===== config.mk =====
export PLATFORM = sky130hd
export DESIGN_NAME = omd_detector
export DESIGN_NICKNAME = d
export VERILOG_FILES = /design/src/omd_pkg.sv /design/src/omd_mag.sv /design/src/omd_tick_div.sv /design/src/omd_detector.sv
export SDC_FILE = /design/constraint.sdc
export NUM_CORES = 1
export LEC_CHECK = 0
export BUFFER_PORTS_ARGS = -buffer_cell sky130_fd_sc_hd__buf_2
export CORE_MARGIN = 4
export CORE_UTILIZATION = 45
export CTS_CLUSTER_SIZE = 16
export DETAILED_ROUTE_END_ITERATION = 6
export GPL_ROUTABILITY_DRIVEN = 0
export SETUP_SLACK_MARGIN = 0.5
export SLEW_MARGIN = 20
export SYNTH_ARGS = -nofsm -noshare
export SYNTH_HDL_FRONTEND = slang
export SYNTH_SLANG_ARGS = --single-unit

===== constraint.sdc =====
create_clock -name clock -period 15.44 [get_ports clock]
set_input_delay 3.088 -clock clock [delete_from_list [all_inputs] [get_ports clock]]
set_output_delay 3.088 -clock clock [all_outputs]
set_load 0.05 [all_outputs]

===== src/omd_pkg.sv =====
// How it works
// - Phase magnitudes compared against unsigned limits
// - Overvoltage sets status and phase flags
// - Enabled overvoltage pulls interrupt line low
// - Overvoltage write-one clears flag, phases, line
// - Overcurrent sets flags, enabled pulls line
// - Overcurrent write-one clears flag, phases, line
// - Full-scale limit never detects
// - Zero limit detects continuously
// - Voltage and current limits read back with top byte zero
// - Three phase currents summed, 28-bit signed
// - Sum each sample period, done flag
// - Sum versus neutral mismatch sets flag
// - Enabled mismatch pulls line, write-one clears
// - Mismatch limit resets zero, nonpositive fires
// - Mismatch limit uses current sample scale
// - Sum reads with top nibble zero
// - Mismatch limit sign-extended to 28 bits
package omd_pkg;

	// ==========================================================
	// Widths
	localparam int unsigned DW   = 24;
	localparam int unsigned SUMW = 28;
	localparam int unsigned BUSW = 32;
	localparam int unsigned NPH  = 3;

	// ==========================================================
	// Scale and reset values
	localparam logic [DW-1:0] FULL_SCALE     = 24'h5a7540;
	localparam logic [DW-1:0] OV_THR_RST     = FULL_SCALE;
	localparam logic [DW-1:0] OI_THR_RST     = FULL_SCALE;
	localparam logic [DW-1:0] MM_THR_RST     = 24'h000000;
	localparam logic [DW-1:0] LIMIT_ZERO     = 24'h000000;

	// ==========================================================
	// Field positions
	localparam int unsigned STS0_DONE_BIT = 17;
	localparam int unsigned STS1_OI_BIT   = 17;
	localparam int unsigned STS1_OV_BIT   = 18;
	localparam int unsigned STS1_MM_BIT   = 20;
	localparam int unsigned PH_OI_LSB     = 3;
	localparam int unsigned PH_OV_LSB     = 9;

	// ==========================================================
	// Timing
	localparam int unsigned CLK_HZ           = 10_000_000;
	localparam int unsigned CLK_PERIOD_NS    = 1_000_000_000 / CLK_HZ;
	localparam int unsigned SAMPLE_PERIOD_NS = 125_000;
	localparam int unsigned SAMPLE_CYCLES    = SAMPLE_PERIOD_NS / CLK_PERIOD_NS;

	// ==========================================================
	// Register selection on the register port
	typedef enum logic [2:0] {
		SEL_OV_THR,
		SEL_OI_THR,
		SEL_SUM,
		SEL_MM_THR,
		SEL_EVENT_STATUS_WORD_0,
		SEL_EVENT_STATUS_WORD_1,
		SEL_ENABLE1,
		SEL_PHASE
	} omd_sel_t;

	// Register access request
	typedef struct packed {
		logic            wr;
		logic            rd;
		omd_sel_t        sel;
		logic [BUSW-1:0] data;
	} omd_req_t;

	// Instantaneous samples from the datapath
	typedef struct packed {
		logic [NPH-1:0][DW-1:0] voltage_sample;
		logic [NPH-1:0][DW-1:0] phase_current_sample;
		logic [DW-1:0]          neutral_current_sample;
	} omd_samples_t;

endpackage : omd_pkg


===== src/omd_mag.sv =====
// ==========================================================
// Magnitude of a two's complement value
module omd_mag #(
	parameter int unsigned W = 24
) (
	input  wire logic [W-1:0] value,
	output logic      [W-1:0] magnitude
);
	import omd_pkg::*;

	// Width check
	if (W < 2) begin : g_bad_w
		$error("omd_mag width too small");
	end

	// Negate negative values; most negative fits unsigned
	always_comb begin
		magnitude = value[W-1] ? (~value + 1'b1) : value;
	end

endmodule : omd_mag


===== src/omd_tick_div.sv =====
// ==========================================================
// Divider giving a one-cycle enable every PERIOD clocks
module omd_tick_div #(
	parameter int unsigned PERIOD = 1250
) (
	input  wire logic clock,
	input  wire logic rst,
	output logic      tick
);
	import omd_pkg::*;

	localparam int unsigned CW = $clog2(PERIOD);

	typedef struct packed {
		logic [CW-1:0] count;
		logic          tick;
	} omd_div_state_t;

	omd_div_state_t s_q;
	omd_div_state_t s_d;

	if (PERIOD < 2) begin : g_bad_period
		$error("omd_tick_div period too small");
	end

	// Count down, pulse on wrap
	always_comb begin
		s_d      = s_q;
		s_d.tick = 1'b0;
		if (s_q.count == '0) begin
			s_d.count = CW'(PERIOD - 1);
			s_d.tick  = 1'b1;
		end else begin
			s_d.count = s_q.count - 1'b1;
		end
	end

	// State register
	always_ff @(posedge clock) begin
		if (rst) begin
			s_q <= '0;
		end else begin
			s_q <= s_d;
		end
	end

	assign tick = s_q.tick;

endmodule : omd_tick_div


===== src/omd_detector.sv =====
// ==========================================================
// Overlimit and neutral mismatch event detector
module omd_detector #(
	parameter int unsigned TICK_CYCLES = omd_pkg::SAMPLE_CYCLES
) (
	input  wire logic                 clock,
	input  wire logic                 rst,
	input  wire omd_pkg::omd_samples_t samples,
	input  wire omd_pkg::omd_req_t     req,
	output logic [omd_pkg::BUSW-1:0]  rd_data,
	output logic                      event_interrupt_line_1_n
);
	import omd_pkg::*;

	// ==========================================================
	// Elaboration checks
	if (TICK_CYCLES < 2) begin : g_bad_tick
		$error("omd_detector tick period too small");
	end

	// Sum of three samples needs two bits of headroom
	if (SUMW < DW + 2) begin : g_bad_sumw
		$error("omd_detector sum width too small");
	end

	// Widest register image must fit the port word
	if (BUSW < SUMW) begin : g_bad_busw
		$error("omd_detector port word too narrow");
	end

	// Flag and phase fields must sit inside the port word, apart
	if (STS1_MM_BIT >= BUSW || PH_OV_LSB + NPH > BUSW || PH_OI_LSB + NPH > PH_OV_LSB) begin : g_bad_field
		$error("omd_detector field outside port word");
	end

	// ==========================================================
	// State
	typedef struct packed {
		logic [DW-1:0]   ov_thr;
		logic [DW-1:0]   oi_thr;
		logic [DW-1:0]   mm_thr;
		logic [SUMW-1:0] phase_current_sum;
		logic            computation_done;
		logic            overvoltage_flag;
		logic            overcurrent_flag;
		logic            neutral_mismatch_flag;
		logic [NPH-1:0]  overvoltage_phase_bits;
		logic [NPH-1:0]  overcurrent_phase_bits;
		logic            en_ov;
		logic            en_oi;
		logic            en_mm;
		logic            irq_n;
		logic [BUSW-1:0] rd_data;
	} omd_state_t;

	omd_state_t s_q;
	omd_state_t s_d;

	// ==========================================================
	// Sample period enable
	logic sample_tick;

	omd_tick_div #(
		.PERIOD (TICK_CYCLES)
	) u_tick (
		.clock (clock),
		.rst   (rst),
		.tick  (sample_tick)
	);

	// ==========================================================
	// Magnitudes of every phase sample
	logic [NPH-1:0][DW-1:0] volt_mag;
	logic [NPH-1:0][DW-1:0] cur_mag;

	for (genvar p = 0; p < NPH; p++) begin : g_phase
		omd_mag #(
			.W (DW)
		) u_vmag (
			.value     (samples.voltage_sample[p]),
			.magnitude (volt_mag[p])
		);
		omd_mag #(
			.W (DW)
		) u_imag (
			.value     (samples.phase_current_sample[p]),
			.magnitude (cur_mag[p])
		);
	end

	// ==========================================================
	// Per-phase limit comparison
	logic [NPH-1:0] ov_hit;
	logic [NPH-1:0] oi_hit;
	logic           ov_armed;
	logic           oi_armed;

	// Limit at or above full scale disarms the check, so an
	// out-of-range sample code cannot fire it either
	always_comb begin
		ov_armed = (s_q.ov_thr < FULL_SCALE);
		oi_armed = (s_q.oi_thr < FULL_SCALE);
	end

	// Strictly above limit; zero limit always fires
	always_comb begin
		for (int p = 0; p < NPH; p++) begin
			ov_hit[p] = ov_armed && ((s_q.ov_thr == LIMIT_ZERO)
			          || (volt_mag[p] > s_q.ov_thr));
			oi_hit[p] = oi_armed && ((s_q.oi_thr == LIMIT_ZERO)
			          || (cur_mag[p] > s_q.oi_thr));
		end
	end

	// ==========================================================
	// Sum of the phase currents
	logic [SUMW-1:0] sum_now;

	// Sign-extend each sample and add
	always_comb begin
		sum_now = '0;
		for (int p = 0; p < NPH; p++) begin
			sum_now = sum_now + {{(SUMW-DW){samples.phase_current_sample[p][DW-1]}},
			                     samples.phase_current_sample[p]};
		end
	end

	// ==========================================================
	// Mismatch against neutral current
	logic [SUMW-1:0] sum_mag;
	logic [DW-1:0]   neutral_mag;
	logic [SUMW-1:0] neutral_wide;
	logic [SUMW-1:0] mm_diff;
	logic [SUMW-1:0] mm_thr_wide;
	logic            mm_hit;

	omd_mag #(
		.W (SUMW)
	) u_sum_mag (
		.value     (sum_now),
		.magnitude (sum_mag)
	);

	omd_mag #(
		.W (DW)
	) u_neutral_mag (
		.value     (samples.neutral_current_sample),
		.magnitude (neutral_mag)
	);

	// Sum of three samples stays below the sign bit of the wide
	// word, so its magnitude never wraps
	// Absolute difference, limit in current scale
	always_comb begin
		neutral_wide = {{(SUMW-DW){1'b0}}, neutral_mag};
		mm_diff      = (sum_mag >= neutral_wide) ? (sum_mag - neutral_wide)
		                                         : (neutral_wide - sum_mag);
		mm_thr_wide  = {{(SUMW-DW){s_q.mm_thr[DW-1]}}, s_q.mm_thr};
		// Zero or negative limit fires every period
		mm_hit       = mm_thr_wide[SUMW-1] || (s_q.mm_thr == LIMIT_ZERO)
		            || (mm_diff > mm_thr_wide);
	end

	// ==========================================================
	// Host write decode
	logic wr_event_status_word_0;
	logic wr_event_status_word_1;
	logic clr_done;
	logic clr_ov;
	logic clr_oi;
	logic clr_mm;

	// Write-one-to-clear strobes
	// Bits written as zero leave their flags alone
	always_comb begin
		wr_event_status_word_0 = req.wr && (req.sel == SEL_EVENT_STATUS_WORD_0);
		wr_event_status_word_1 = req.wr && (req.sel == SEL_EVENT_STATUS_WORD_1);
		clr_done   = wr_event_status_word_0 && req.data[STS0_DONE_BIT];
		clr_ov     = wr_event_status_word_1 && req.data[STS1_OV_BIT];
		clr_oi     = wr_event_status_word_1 && req.data[STS1_OI_BIT];
		clr_mm     = wr_event_status_word_1 && req.data[STS1_MM_BIT];
	end

	// ==========================================================
	// Detection sets, gated by the sample period
	logic [NPH-1:0] set_ov_ph;
	logic [NPH-1:0] set_oi_ph;
	logic           set_mm;

	// Samples only count on the tick; between ticks they may be stale
	always_comb begin
		set_ov_ph = sample_tick ? ov_hit : '0;
		set_oi_ph = sample_tick ? oi_hit : '0;
		set_mm    = sample_tick && mm_hit;
	end

	// ==========================================================
	// Read image of each register
	logic [BUSW-1:0] event_status_word_0_word;
	logic [BUSW-1:0] event_status_word_1_word;
	logic [BUSW-1:0] enable1_word;
	logic [BUSW-1:0] phase_word;
	logic [BUSW-1:0] read_value;

	always_comb begin
		event_status_word_0_word                   = '0;
		event_status_word_0_word[STS0_DONE_BIT]    = s_q.computation_done;
		event_status_word_1_word                   = '0;
		event_status_word_1_word[STS1_OV_BIT]      = s_q.overvoltage_flag;
		event_status_word_1_word[STS1_OI_BIT]      = s_q.overcurrent_flag;
		event_status_word_1_word[STS1_MM_BIT]      = s_q.neutral_mismatch_flag;
		enable1_word                   = '0;
		enable1_word[STS1_OV_BIT]      = s_q.en_ov;
		enable1_word[STS1_OI_BIT]      = s_q.en_oi;
		enable1_word[STS1_MM_BIT]      = s_q.en_mm;
		phase_word                     = '0;
		phase_word[PH_OV_LSB +: NPH]   = s_q.overvoltage_phase_bits;
		phase_word[PH_OI_LSB +: NPH]   = s_q.overcurrent_phase_bits;
	end

	// Select the word for a read
	always_comb begin
		case (req.sel)
			SEL_OV_THR: begin
				read_value = {{(BUSW-DW){1'b0}}, s_q.ov_thr};
			end
			SEL_OI_THR: begin
				read_value = {{(BUSW-DW){1'b0}}, s_q.oi_thr};
			end
			SEL_SUM: begin
				read_value = {{(BUSW-SUMW){1'b0}}, s_q.phase_current_sum};
			end
			SEL_MM_THR: begin
				read_value = {{(BUSW-SUMW){1'b0}}, mm_thr_wide};
			end
			SEL_EVENT_STATUS_WORD_0: begin
				read_value = event_status_word_0_word;
			end
			SEL_EVENT_STATUS_WORD_1: begin
				read_value = event_status_word_1_word;
			end
			SEL_ENABLE1: begin
				read_value = enable1_word;
			end
			SEL_PHASE: begin
				read_value = phase_word;
			end
			default: begin
				read_value = '0;
			end
		endcase
	end

	// ==========================================================
	// Next state
	always_comb begin
		s_d = s_q;

		// New sum every sample period, done flag marks it
		if (sample_tick) begin
			s_d.phase_current_sum = sum_now;
		end
		// Done: set wins over host clear
		s_d.computation_done = (s_q.computation_done && !clr_done)
		                     || sample_tick;

		// Clear whole event group, then apply new sets
		if (clr_ov) begin
			s_d.overvoltage_flag       = 1'b0;
			s_d.overvoltage_phase_bits = '0;
		end
		if (clr_oi) begin
			s_d.overcurrent_flag       = 1'b0;
			s_d.overcurrent_phase_bits = '0;
		end
		if (clr_mm) begin
			s_d.neutral_mismatch_flag = 1'b0;
		end

		// Sticky sets; repeated hits keep flags set
		s_d.overvoltage_phase_bits = s_d.overvoltage_phase_bits | set_ov_ph;
		s_d.overcurrent_phase_bits = s_d.overcurrent_phase_bits | set_oi_ph;
		if (|set_ov_ph) begin
			s_d.overvoltage_flag = 1'b1;
		end
		if (|set_oi_ph) begin
			s_d.overcurrent_flag = 1'b1;
		end
		if (set_mm) begin
			s_d.neutral_mismatch_flag = 1'b1;
		end

		// Register writes; upper bits above the field ignored
		if (req.wr) begin
			case (req.sel)
				SEL_OV_THR: begin
					s_d.ov_thr = req.data[DW-1:0];
				end
				SEL_OI_THR: begin
					s_d.oi_thr = req.data[DW-1:0];
				end
				SEL_MM_THR: begin
					s_d.mm_thr = req.data[DW-1:0];
				end
				SEL_ENABLE1: begin
					s_d.en_ov = req.data[STS1_OV_BIT];
					s_d.en_oi = req.data[STS1_OI_BIT];
					s_d.en_mm = req.data[STS1_MM_BIT];
				end
				default: begin
				end
			endcase
		end

		// Line low in the same cycle an enabled flag sets
		// Taken from the next flags and enables, so a clear and its
		// release land on one edge with no extra cycle of delay
		s_d.irq_n = !((s_d.overvoltage_flag && s_d.en_ov)
		           || (s_d.overcurrent_flag && s_d.en_oi)
		           || (s_d.neutral_mismatch_flag && s_d.en_mm));

		// Read data held until the next read
		// Image is the state before this edge; a same-edge write
		// only shows on the following read
		if (req.rd) begin
			s_d.rd_data = read_value;
		end
	end

	// ==========================================================
	// State register
	// Overlimit checks leave reset disarmed; the zero mismatch limit
	// fires until the host programs a positive one
	always_ff @(posedge clock) begin
		if (rst) begin
			s_q        <= '0;
			s_q.ov_thr <= OV_THR_RST;
			s_q.oi_thr <= OI_THR_RST;
			s_q.mm_thr <= MM_THR_RST;
			s_q.irq_n  <= 1'b1;
		end else begin
			s_q <= s_d;
		end
	end

	// ==========================================================
	// Outputs
	assign rd_data                  = s_q.rd_data;
	assign event_interrupt_line_1_n = s_q.irq_n;

endmodule : omd_detector


==> out/results.txt, run 1 <==
cts repair resizes: 0
Syn-to-layout area delta: 10.0%
initial antenna violation count: 6
post-route minimum period: 12.36 ns
crit path max fanout: 33
max-cap violation count: 0
GRT Util Overall: 27.4%
Worst Tran Pin Value: 1.10 ns
Final #Nets: 3,098
post-synthesis instance area: 0.0190 sq mm
worst stage delay on the critical path: 0.47 ns
CP Data Required Time: 15.81 ns
most frequent CP cell: o21ai_0
Root Driver: clkbuf_16
setup_tns: 0 ns
Mean Syn Cell Area: 7.66 sq um
hold buffers post-CTS: 0
P_leak: 8.90 nW
Worst Path Arrival: 12.74 ns
post-synthesis cell type count: 83
register area share after synthesis: 15.8%
endpoint class of the critical path: flip-flop
Hold Path Class: reg2reg
Mapped Cells: 2,484
Hold Crit Start: rd_data[23]
Power, Total: 3.12 mW
NetSw: 1.52 mW
DR vias: 18.9k
fin. max-slew vios: 0
global-route wire length before repair: 98,700 um
pre-CTS WS: 2.84 ns
Flop pwr share: 14.6%
FF-to-FF End: event_interrupt_line_1_n
Clock Pin Slew Worst Setup and Hold Paths: 0.07 ns
CTS tree: done
Buf/Inv on CP: 7
Worst Hold End: rd_data[23]
Clock power frac: 14.3%
Setup Fix Bufs, Post-CTS: 0
H-tree depth: 4
CP startpoint kind: input port
finished layout cell area: 0.0209 sq mm
Comb pwr share: 71.1%
drt pass-1 iters: 6
Area contributors post-synth: ha_1 (17%), dfxtp_1 (16%), xnor2_1 (8.6%), a21oi_1 (5.9%), nand2_1 (4.9%)
CTS sink cnt: 150
row cnt: 75
Initial Util: 45.5%
vias in the first global route: 17.7k
Ports: 240
final worst-path cycle share: 80.1%
DR vias/cell: 5.99
Syn. warnings: 0
FF/Latch Area: 0.00300 sq mm
Max Clock Freq: 0.0809 GHz
Slew HR: 26.9%
GRT overflow: 0
worst vdd ir: 0.0000953 V
Main synth FF type: dfxtp_1
final setup fails: 0
DR iter-0 viols: 1,762
die width: 214 um
Routed Antenna Nets: 0
HPWL Detailed: 53,400 um
fillers: 4,159
Critical R2R Launch: s_q[99]
final setup margin: 3.08 ns
Die ar.: 0.0457 sq mm
# DRC: 0
layout cells sized above 1: 12.4%
largest net degree at the start of global routing: 83
dpl cell area: 0.0203 sq mm
unrepaired setup endpoints after global routing: no
Critical Path Slowest Stage Cell: fa_1
Sw Share: 48.7%
CTS max path bufs: 2
flops & latches, synth: 150
final hold vios: 0
R2R cell count: 14
cts bufs inserted: 17
Worst R2R Setup Slack: 11.63 ns
Crit path max-delay family: compound AO/OA/AOI/OAI gates
final wirelength: 65,100 um
post-synth top area share: 16.7%
multi-input logic area: 0.0148 sq mm
number of port buffers: 227
Worst Hold Depth: 2
status: finished clean
total core area: 0.0419 sq mm
Post-synth EDFFs: 0
area leader, netlist: ha_1
pwr/cell area: 149 mW/mm^2
Pint: 1.60 mW
asr flop ratio synth: 0%
critical path class: in2reg
clk_lat worst skew: 0.44 ns
Routed wire per std cell: 20.6 um
Setup Skew: 0.0205 ns
Chip Height: 214 um
## power by group through the flow
stage / sequential, mW / combinational [mW] / clock, mW
3_5_place_dp: 0.462 / 2.17 / 0
5_1_grt: 0.457 / 2.47 / 0.466
6_report: 0.454 / 2.22 / 0.446
4_1_cts: 0.453 / 2.19 / 0.449
3_3_place_gp: 0.461 / 2.13 / 0
2_1_floorplan: 0.449 / 1.67 / 0
## cell usage after synthesis, types with 22 or more instances
library cell	number
nor2b_1	58
a21o_1	73
xnor2_1	187
clkbuf_1	82
nand4_1	56
o21a_1	22
or3_1	29
nor4_1	33
ha_1	254
nor3_1	35
o31ai_1	47
nor2_1	177
o21ai_0	138
inv_1	169
mux2i_1	42
buf_4	32
dfxtp_1	150
nand2_1	247
fa_1	27
a211o_1	27
o41ai_1	24
nand2b_1	47
nand3_1	34
a21oi_1	223
xor2_1	27
## worst max-delay path by stage
stage	startpoint	end	cells past startpoint
floorplan	samples[25]	event_interrupt_line_1_n	40
global placement	samples[25]	event_interrupt_line_1_n	41
detailed placement	samples[25]	event_interrupt_line_1_n	41
CTS	samples[25]	event_interrupt_line_1_n	41
global route	samples[49]	event_interrupt_line_1_n	41
finish	samples[25]	event_interrupt_line_1_n	42
## registers in the layout, summed over array words and instances (netlist names)
signal and flops:
event_status_word_1_word 3, mm_thr_wide 24, rd_data 26, enable1_word 3
u_tick.s_q 11, event_status_word_0_word 1, phase_word 6, s_q 74
u_tick.tick 1, event_interrupt_line_1_n 1
## through the flow
step	std cells	util, %	hold slack [ns]
floorplan	2487	-	0.432
global placement	3130	48.5	0.439
detailed placement	3130	48.5	0.459
CTS	3162	50.0	0.472
global route	3163	50.0	0.503
finish	3164	50.0	0.471
## per-layer routing
metal	part of all wire (%)	GRT usage [%]	vias up
li1	-	-	9133
met1	45	38.1	8938
met2	45	44.6	766
met3	7.9	4.20	100
met4	2.6	7.13	6
met5	0.081	0	-
## worst reg2reg max path, stage by stage (launching register included)
cell,delay [ns]
dfxtp_1,0.46
inv_1,0.20
ha_1,0.36
nor2b_1,0.14
o21a_1,0.17
o21a_1,0.17
o21a_1,0.17
o21a_1,0.17
o21a_1,0.17
o21ai_0,0.15
nand2b_1,0.13
a221oi_1,0.48
o311ai_0,0.35
a21oi_1,0.38
o221a_2,0.26
## kinds of logic (layout without fill, tap and decap cells)
logic type	after synthesis	in the layout	synth area share (%)
other	1	6	0.0197
multiplexers	67	67	4.63
XOR/XNOR	215	215	9.93
flip-flops	150	150	15.8
adder cells (fa/ha/maj)	281	281	19.5
AND/OR/NAND/NOR	796	796	20.8
AO/OA/AOI/OAI	672	672	22.5
buffers and inverters	302	438	6.76
## area by class of cell
class,instances,area share [%]
clock inverters,14,0.998
diodes,2,0.0239
flip-flops and latches,150,14.3
clock buffers,18,2.10
repair buffers,237,5.80
inverters,169,3.03
well taps,539,3.22
multi-input cells,2035,70.5
## layout by cell type (no fill, tap or decap), types with 29 or more instances in the layout
cell type	count
a21o_1	73
a21oi_1	223
buf_2	226
dfxtp_1	150
ha_1	254
inv_1	169
mux2i_1	42
nand2_1	247
nand2b_1	47
nand3_1	33
nand4_1	56
nor2_1	177
nor2b_1	58
nor3_1	35
nor4_1	33
o21ai_0	138
o31ai_1	47
or3_1	29
xnor2_1	187
(Power assumes the default switching activity.)
==> inputs of run 2 (changes only) <==
Settings changed: PLACE_DENSITY from default to 0.67.
Clock period 15.44 ns to 10.8 ns, I/O delays scaled along.
==> out/results.txt, run 2 (synthesis gave the netlist of run 1 again) <==
global-route wire length before repair: 100,000 um (+1.3%)
Ports: 240 (unchanged)
DR vias/cell: 6.04 (+0.84%)
post-route minimum period: 9.90 ns
P_leak: 9.10 nW (+2.2%)
status: finished clean
worst vdd ir: 0.000156 V (+64%)
Setup Skew: 0.00925 ns (-0.0113 ns)
Max Clock Freq: 0.101 GHz
total core area: 0.0419 sq mm (unchanged)
Worst Tran Pin Value: 1.12 ns (+0.0221 ns)
crit path max fanout: 7 (-79%)
Final Util: 51.2% (+1.2 points)
Final #Nets: 3,136 (+1.2%)
GRT overflow: 0 (unchanged)
Die ar.: 0.0457 sq mm (unchanged)
DR iter-0 viols: 1,991 (+13%)
Largest Register: s_q
H-tree depth: 4 (unchanged)
CTS tree: done
Slew HR: 25.2% (-1.7 points)
clk_lat worst skew: 0.42 ns (-0.02 ns)
max-cap violation count: 0 (unchanged)
most frequent CP cell: inv_1
Routed wire per std cell: 20.3 um (-1.3%)
HPWL Detailed: 53,200 um (-0.41%)
Critical R2R Launch: s_q[99]
final worst-path cycle share: 91.7%
fin. max-slew vios: 0 (unchanged)
DR vias: 19.3k (+2.1%)
final setup fails: 0 (unchanged)
Worst Path Arrival: 10.27 ns (-2.47 ns)
Syn-to-layout area delta: 12.7%
CTS max path bufs: 2 (unchanged)
CP startpoint kind: input port
# DRC: 0 (unchanged)
Root Driver: clkbuf_16
pre-CTS WS: 0.00667 ns (-2.83 ns)
final setup margin: 0.902 ns (-2.17 ns)
vias in the first global route: 18.2k (+2.7%)
layout cells sized above 1: 15.0% (+2.7 points)
Clock Pin Slew Worst Setup and Hold Paths: 0.06 ns (about the same)
worst stage delay on the critical path: 0.54 ns (+0.07 ns)
Hold Path Class: reg2reg
GRT Util Overall: 27.4% (+0.062 points)
unrepaired setup endpoints after global routing: no
setup_tns: 0 ns (unchanged)
R2R cell count: 14 (unchanged)
most common cell after layout, fill and taps aside: ha_1
max reg flops: 74 (unchanged)
endpoint class of the critical path: flip-flop
most frequent cells in the layout: ha_1 (250), nand2_1 (245), buf_2 (226), a21oi_1 (216), xnor2_1 (184)
pwr/cell area: 225 mW/mm^2 (+51%)
final hold vios: 0 (unchanged)
drt pass-1 iters: 5 (-1)
largest net degree at the start of global routing: 100 (+20%)
cts bufs inserted: 17 (unchanged)
worst setup path startpoint: samples[25]
hold buffers post-CTS: 0 (unchanged)
CP Data Required Time: 11.17 ns (-4.64 ns)
Initial Util: 45.5% (unchanged)
Chip Height: 214 um (unchanged)
die width: 214 um (unchanged)
row cnt: 75 (unchanged)
number of port buffers: 227 (unchanged)
initial antenna violation count: 2 (-4)
final wirelength: 65,000 um (about the same)
CTS sink cnt: 150 (unchanged)
Worst Hold Depth: 2 (unchanged)
Critical Path Slowest Stage Cell: fa_1
Hold Crit Start: u_tick.s_q[11]
critical path class: in2reg
Routed Antenna Nets: 0 (unchanged)
fillers: 3,998 (-3.9%)
==> run 2: cell types whose count changed in the layout (fill, tap and decap cells not counted), moves of 4 or more <==
| cell | before | now |
|---|---|---|
| buf_4 | 11 | 46 |
| o21ai_0 | 138 | 128 |
| o21ai_1 | 6 | 14 |
| a21oi_1 | 223 | 216 |
| a21oi_2 | 1 | 7 |
| clkinv_8 | 5 | 0 |
| ha_1 | 254 | 250 |
==> run 2: path summary, 6_finish.rpt <==
kind	end	slack, ns
hold / removal	u_tick.s_q[11]	0.46
hold reg to reg	u_tick.s_q[11]	0.46
setup reg to reg	event_interrupt_line_1_n	7.14
setup / recovery	event_interrupt_line_1_n	0.90
==> run 2: critical path: cells and delay by family <==
kind,cells,cell delay [ns]
AO/OA/AOI/OAI,15,2.85
XOR/XNOR,1,0.15
adder cells (fa/ha/maj),5,1.56
buffers and inverters,8,0.77
AND/OR/NAND/NOR,12,2.77
==> run 2: power by group <==
part,switching [mW],leakage (nW),internal [mW]
registers,0.0433,1.22,0.605
logic,2.03,7.59,1.52
clock network,0.250,0.293,0.379
==> run 2: routing by layer <==
layer | vias up | wire length (um) | GRT usage, %
li1 | 9186 | - | -
met1 | 9121 | 28800 | 38.8
met2 | 915 | 28600 | 43.8
met3 | 117 | 5990 | 4.32
met4 | 4 | 1590 | 7.28
met5 | - | 25 | 0
==> run 2: per-stage QoR <==
stage | cells | area (sq um) | hold WS (ns) | power [mW]
finish | 3204 | 21400 | 0.456 | 4.82
global route | 3200 | 21400 | 0.473 | 5.20
CTS | 3193 | 21100 | 0.455 | 4.56
detailed placement | 3161 | 20500 | 0.446 | 3.91
global placement | 3161 | 20500 | 0.439 | 3.83
floorplan | 2487 | 19000 | 0.432 | 3.04
==> run 2: timing repair <==
item	in CTS	in global routing
endpoints found under the setup margin	2	2
gates resized for setup	3	57
pin swaps	0	18
setup buffers	0	7
==> run 2: area by class of cell <==
type	instances	area, sq um	share of cell area (%)
tap	539	674	3.14
clock inverter	13	169	0.788
multi-input combinational	2035	15000	69.9
sequential	150	3000	14.0
timing repair buffer	275	1510	7.06
antenna	4	10.0	0.0467
clock buffer	19	453	2.11
inverter	169	634	2.96
==> inputs of run 3 (changes only) <==
Settings changed: CORE_MARGIN 4 to default, SYNTH_HIERARCHICAL from default to 1.
==> out/results.txt, run 3 <==
status: finished clean
GR Util met2: 50.9% (+7.1 points)
most frequent cell after synthesis: nand2_1
flops & latches, synth: 150 (unchanged)
endpoint class of the critical path: flip-flop
Max Clock Freq: 0.0990 GHz (-2.0%)
CP Data Required Time: 11.13 ns (-0.04 ns)
Buf/Inv on CP: 3 (-5)
worst stage delay on the critical path: 0.71 ns (+0.17 ns)
adder-cell share of the synthesized area: 19.0% (-0.51 points)
Critical Path Slowest Stage Cell: or4_1
max-cap violation count: 0 (unchanged)
finished layout cell area: 0.0217 sq mm (+1.2%)
dpl cell area: 0.0209 sq mm (+2.0%)
Mapped Cells: 2,543 (+2.4%)
max reg flops: 74 (unchanged)
post-synthesis mux area share: 2.85% (-1.8 points)
pwr/cell area: 201 mW/mm^2 (-10%)
die width: 210 um (-1.7%)
Hold Path Class: reg2reg
asr flop ratio synth: 0% (unchanged)
number of port buffers: 227 (unchanged)
final worst-path cycle share: 93.5% (+1.8 points)
CTS tree: done
DR vias/cell: 6.04 (about the same)
DR vias: 19.8k (+2.6%)
Clock Pin Slew Worst Setup and Hold Paths: 0.07 ns (about the same)
main combinational cell family by area after synthesis: compound AO/OA/AOI/OAI gates
Routed wire per std cell: 20.4 um (+0.27%)
Ports: 240 (unchanged)
critical path class: in2reg
grt peak-use layer: met2
Compound-Gate Fraction of Synth Area: 23.2% (+0.64 points)
# DRC: 0 (unchanged)
top cells by count, synth: nand2_1 (258), ha_1 (253), nor2_1 (216), xnor2_1 (194), a21oi_1 (180)
Final #Nets: 3,181 (+1.4%)
most frequent cells in the layout: nand2_1 (257), ha_1 (252), buf_2 (226), nor2_1 (213), xnor2_1 (192)
Mean Syn Cell Area: 7.66 sq um (about the same)
Die ar.: 0.0441 sq mm (-3.3%)
row cnt: 75 (unchanged)
worst vdd ir: 0.000115 V (-27%)
post-synthesis cell type count: 89 (+7.2%)
met1 Track Usage GR: 37.7% (-1.1 points)
post-synthesis simple-gate area fraction: 22.6% (+1.8 points)
Syn-to-layout area delta: 11.3%
Routed Antenna Nets: 0 (unchanged)
synthesized-area fraction occupied by xor and xnor cells: 9.80% (-0.13 points)
most common cell after layout, fill and taps aside: nand2_1
largest net degree at the start of global routing: 79 (-21%)
vias in the first global route: 19.1k (+4.6%)
final wirelength: 66,900 um (+2.9%)
Final Util: 51.3% (about the same)
Worst Path Arrival: 10.43 ns (+0.16 ns)
area leader, netlist: ha_1
Post-synth EDFFs: 0 (unchanged)
Slew HR: 30.9% (+5.7 points)
cts bufs inserted: 17 (unchanged)
P_leak: 9.14 nW (+0.44%)
Largest Register: s_q
Root Driver: clkbuf_16
register area share after synthesis: 15.4% (-0.36 points)
final hold vios: 0 (unchanged)
HPWL Detailed: 54,800 um (+3.0%)
global-route wire length before repair: 104,000 um (+4.2%)
Chip Height: 210 um (-1.7%)
fin. max-slew vios: 0 (unchanged)
DR iter-0 viols: 1,782 (-10%)
post-route minimum period: 10.10 ns (+0.199 ns)
Crit path max-delay family: compound AO/OA/AOI/OAI gates
setup_tns: 0 ns (unchanged)
hold buffers post-CTS: 0 (unchanged)
CTS max path bufs: 2 (unchanged)
GRT Util Overall: 29.8% (+2.4 points)
Syn. warnings: 6 (+6)
Setup Skew: 0.0147 ns (+0.00548 ns)
Worst Tran Pin Value: 1.04 ns (-0.0821 ns)
clk_lat worst skew: 0.45 ns (+0.03 ns)
Initial Util: 46.0% (+0.56 points)
CTS sink cnt: 150 (unchanged)
Area contributors post-synth: ha_1 (16%), dfxtp_1 (15%), xnor2_1 (8.7%), nand2_1 (5.0%), a21oi_1 (4.6%)
post-synthesis instance area: 0.0195 sq mm (+2.4%)
final setup fails: 0 (unchanged)
Main synth FF type: dfxtp_1
grt met3 use: 3.87% (-0.44 points)
Worst R2R Setup Slack: 7.24 ns (+0.10 ns)
crit path max fanout: 6 (-1)
GRT overflow: 0 (unchanged)
layout cells sized above 1: 14.6% (-0.40 points)
CP startpoint kind: input port
total core area: 0.0423 sq mm (+1.1%)
H-tree depth: 4 (unchanged)
drt pass-1 iters: 5 (unchanged)
initial antenna violation count: 4 (+2)
post-synth top area share: 16.2% (-0.45 points)
unrepaired setup endpoints after global routing: yes
-- run 3: logic make-up after synthesis --
family,Yosys count
flip-flops,150
adder cells (fa/ha/maj),280
multiplexers,54
XOR/XNOR,218
AND/OR/NAND/NOR,833
AO/OA/AOI/OAI,689
buffers and inverters,318
other,1
-- run 3: metal layers --
metal	share of wire (%)	routed length, um
met5	0.019	13
met4	4.1	2760
met3	6.8	4540
met2	47	31700
met1	42	27900
-- run 3: worst paths after layout --
path / startpoint / cells past startpoint / to
hold / removal: u_tick/s_q[1] / 1 / u_tick/s_q[1]
setup / recovery: samples[25] / 36 / event_interrupt_line_1_n
setup reg to reg: s_q[99] / 13 / event_interrupt_line_1_n
hold reg to reg: u_tick/s_q[1] / 1 / u_tick/s_q[1]
-- run 3: layout make-up --
class                           instances  area (sq um)
Tap cell                              577           722
Antenna cell                            3          7.51
Clock buffer                           17           425
Inverter                              180           676
Timing Repair Buffer                  266          1430
Multi-Input combinational cell       2079         15300
Clock inverter                         15           178
Fill cell                            4134         20600
Sequential cell                       150          3000
-- run 3: power breakdown --
| group | total [mW] | internal, mW | switching (mW) |
|---|---|---|---|
| sequential | 0.658 | 0.610 | 0.0488 |
| clock | 0.597 | 0.312 | 0.285 |
| combinational | 3.11 | 1.27 | 1.84 |
| total | 4.37 | 2.19 | 2.18 |
-- run 3: through the flow --
step	std cells	hold slack (ns)	total power, mW	setup WS (ns)
3_5_place_dp	3247	0.444	3.65	0.00586
3_3_place_gp	3247	0.440	3.56	0.0991
2_1_floorplan	2546	0.417	2.81	0.962
4_1_cts	3279	0.455	4.26	0.534
5_1_grt	3287	0.492	4.71	0.355
6_report	3287	0.463	4.37	0.702
-- run 3: what timing repair did --
action / 4_1_cts / 5_1_grt
endpoints found under the setup margin: 1 / 2
gates cloned: 0 / 1
pin swaps: 0 / 7
setup buffers: 0 / 4
endpoints found under the hold margin: 0 / 0
resized for setup: 1 / 27
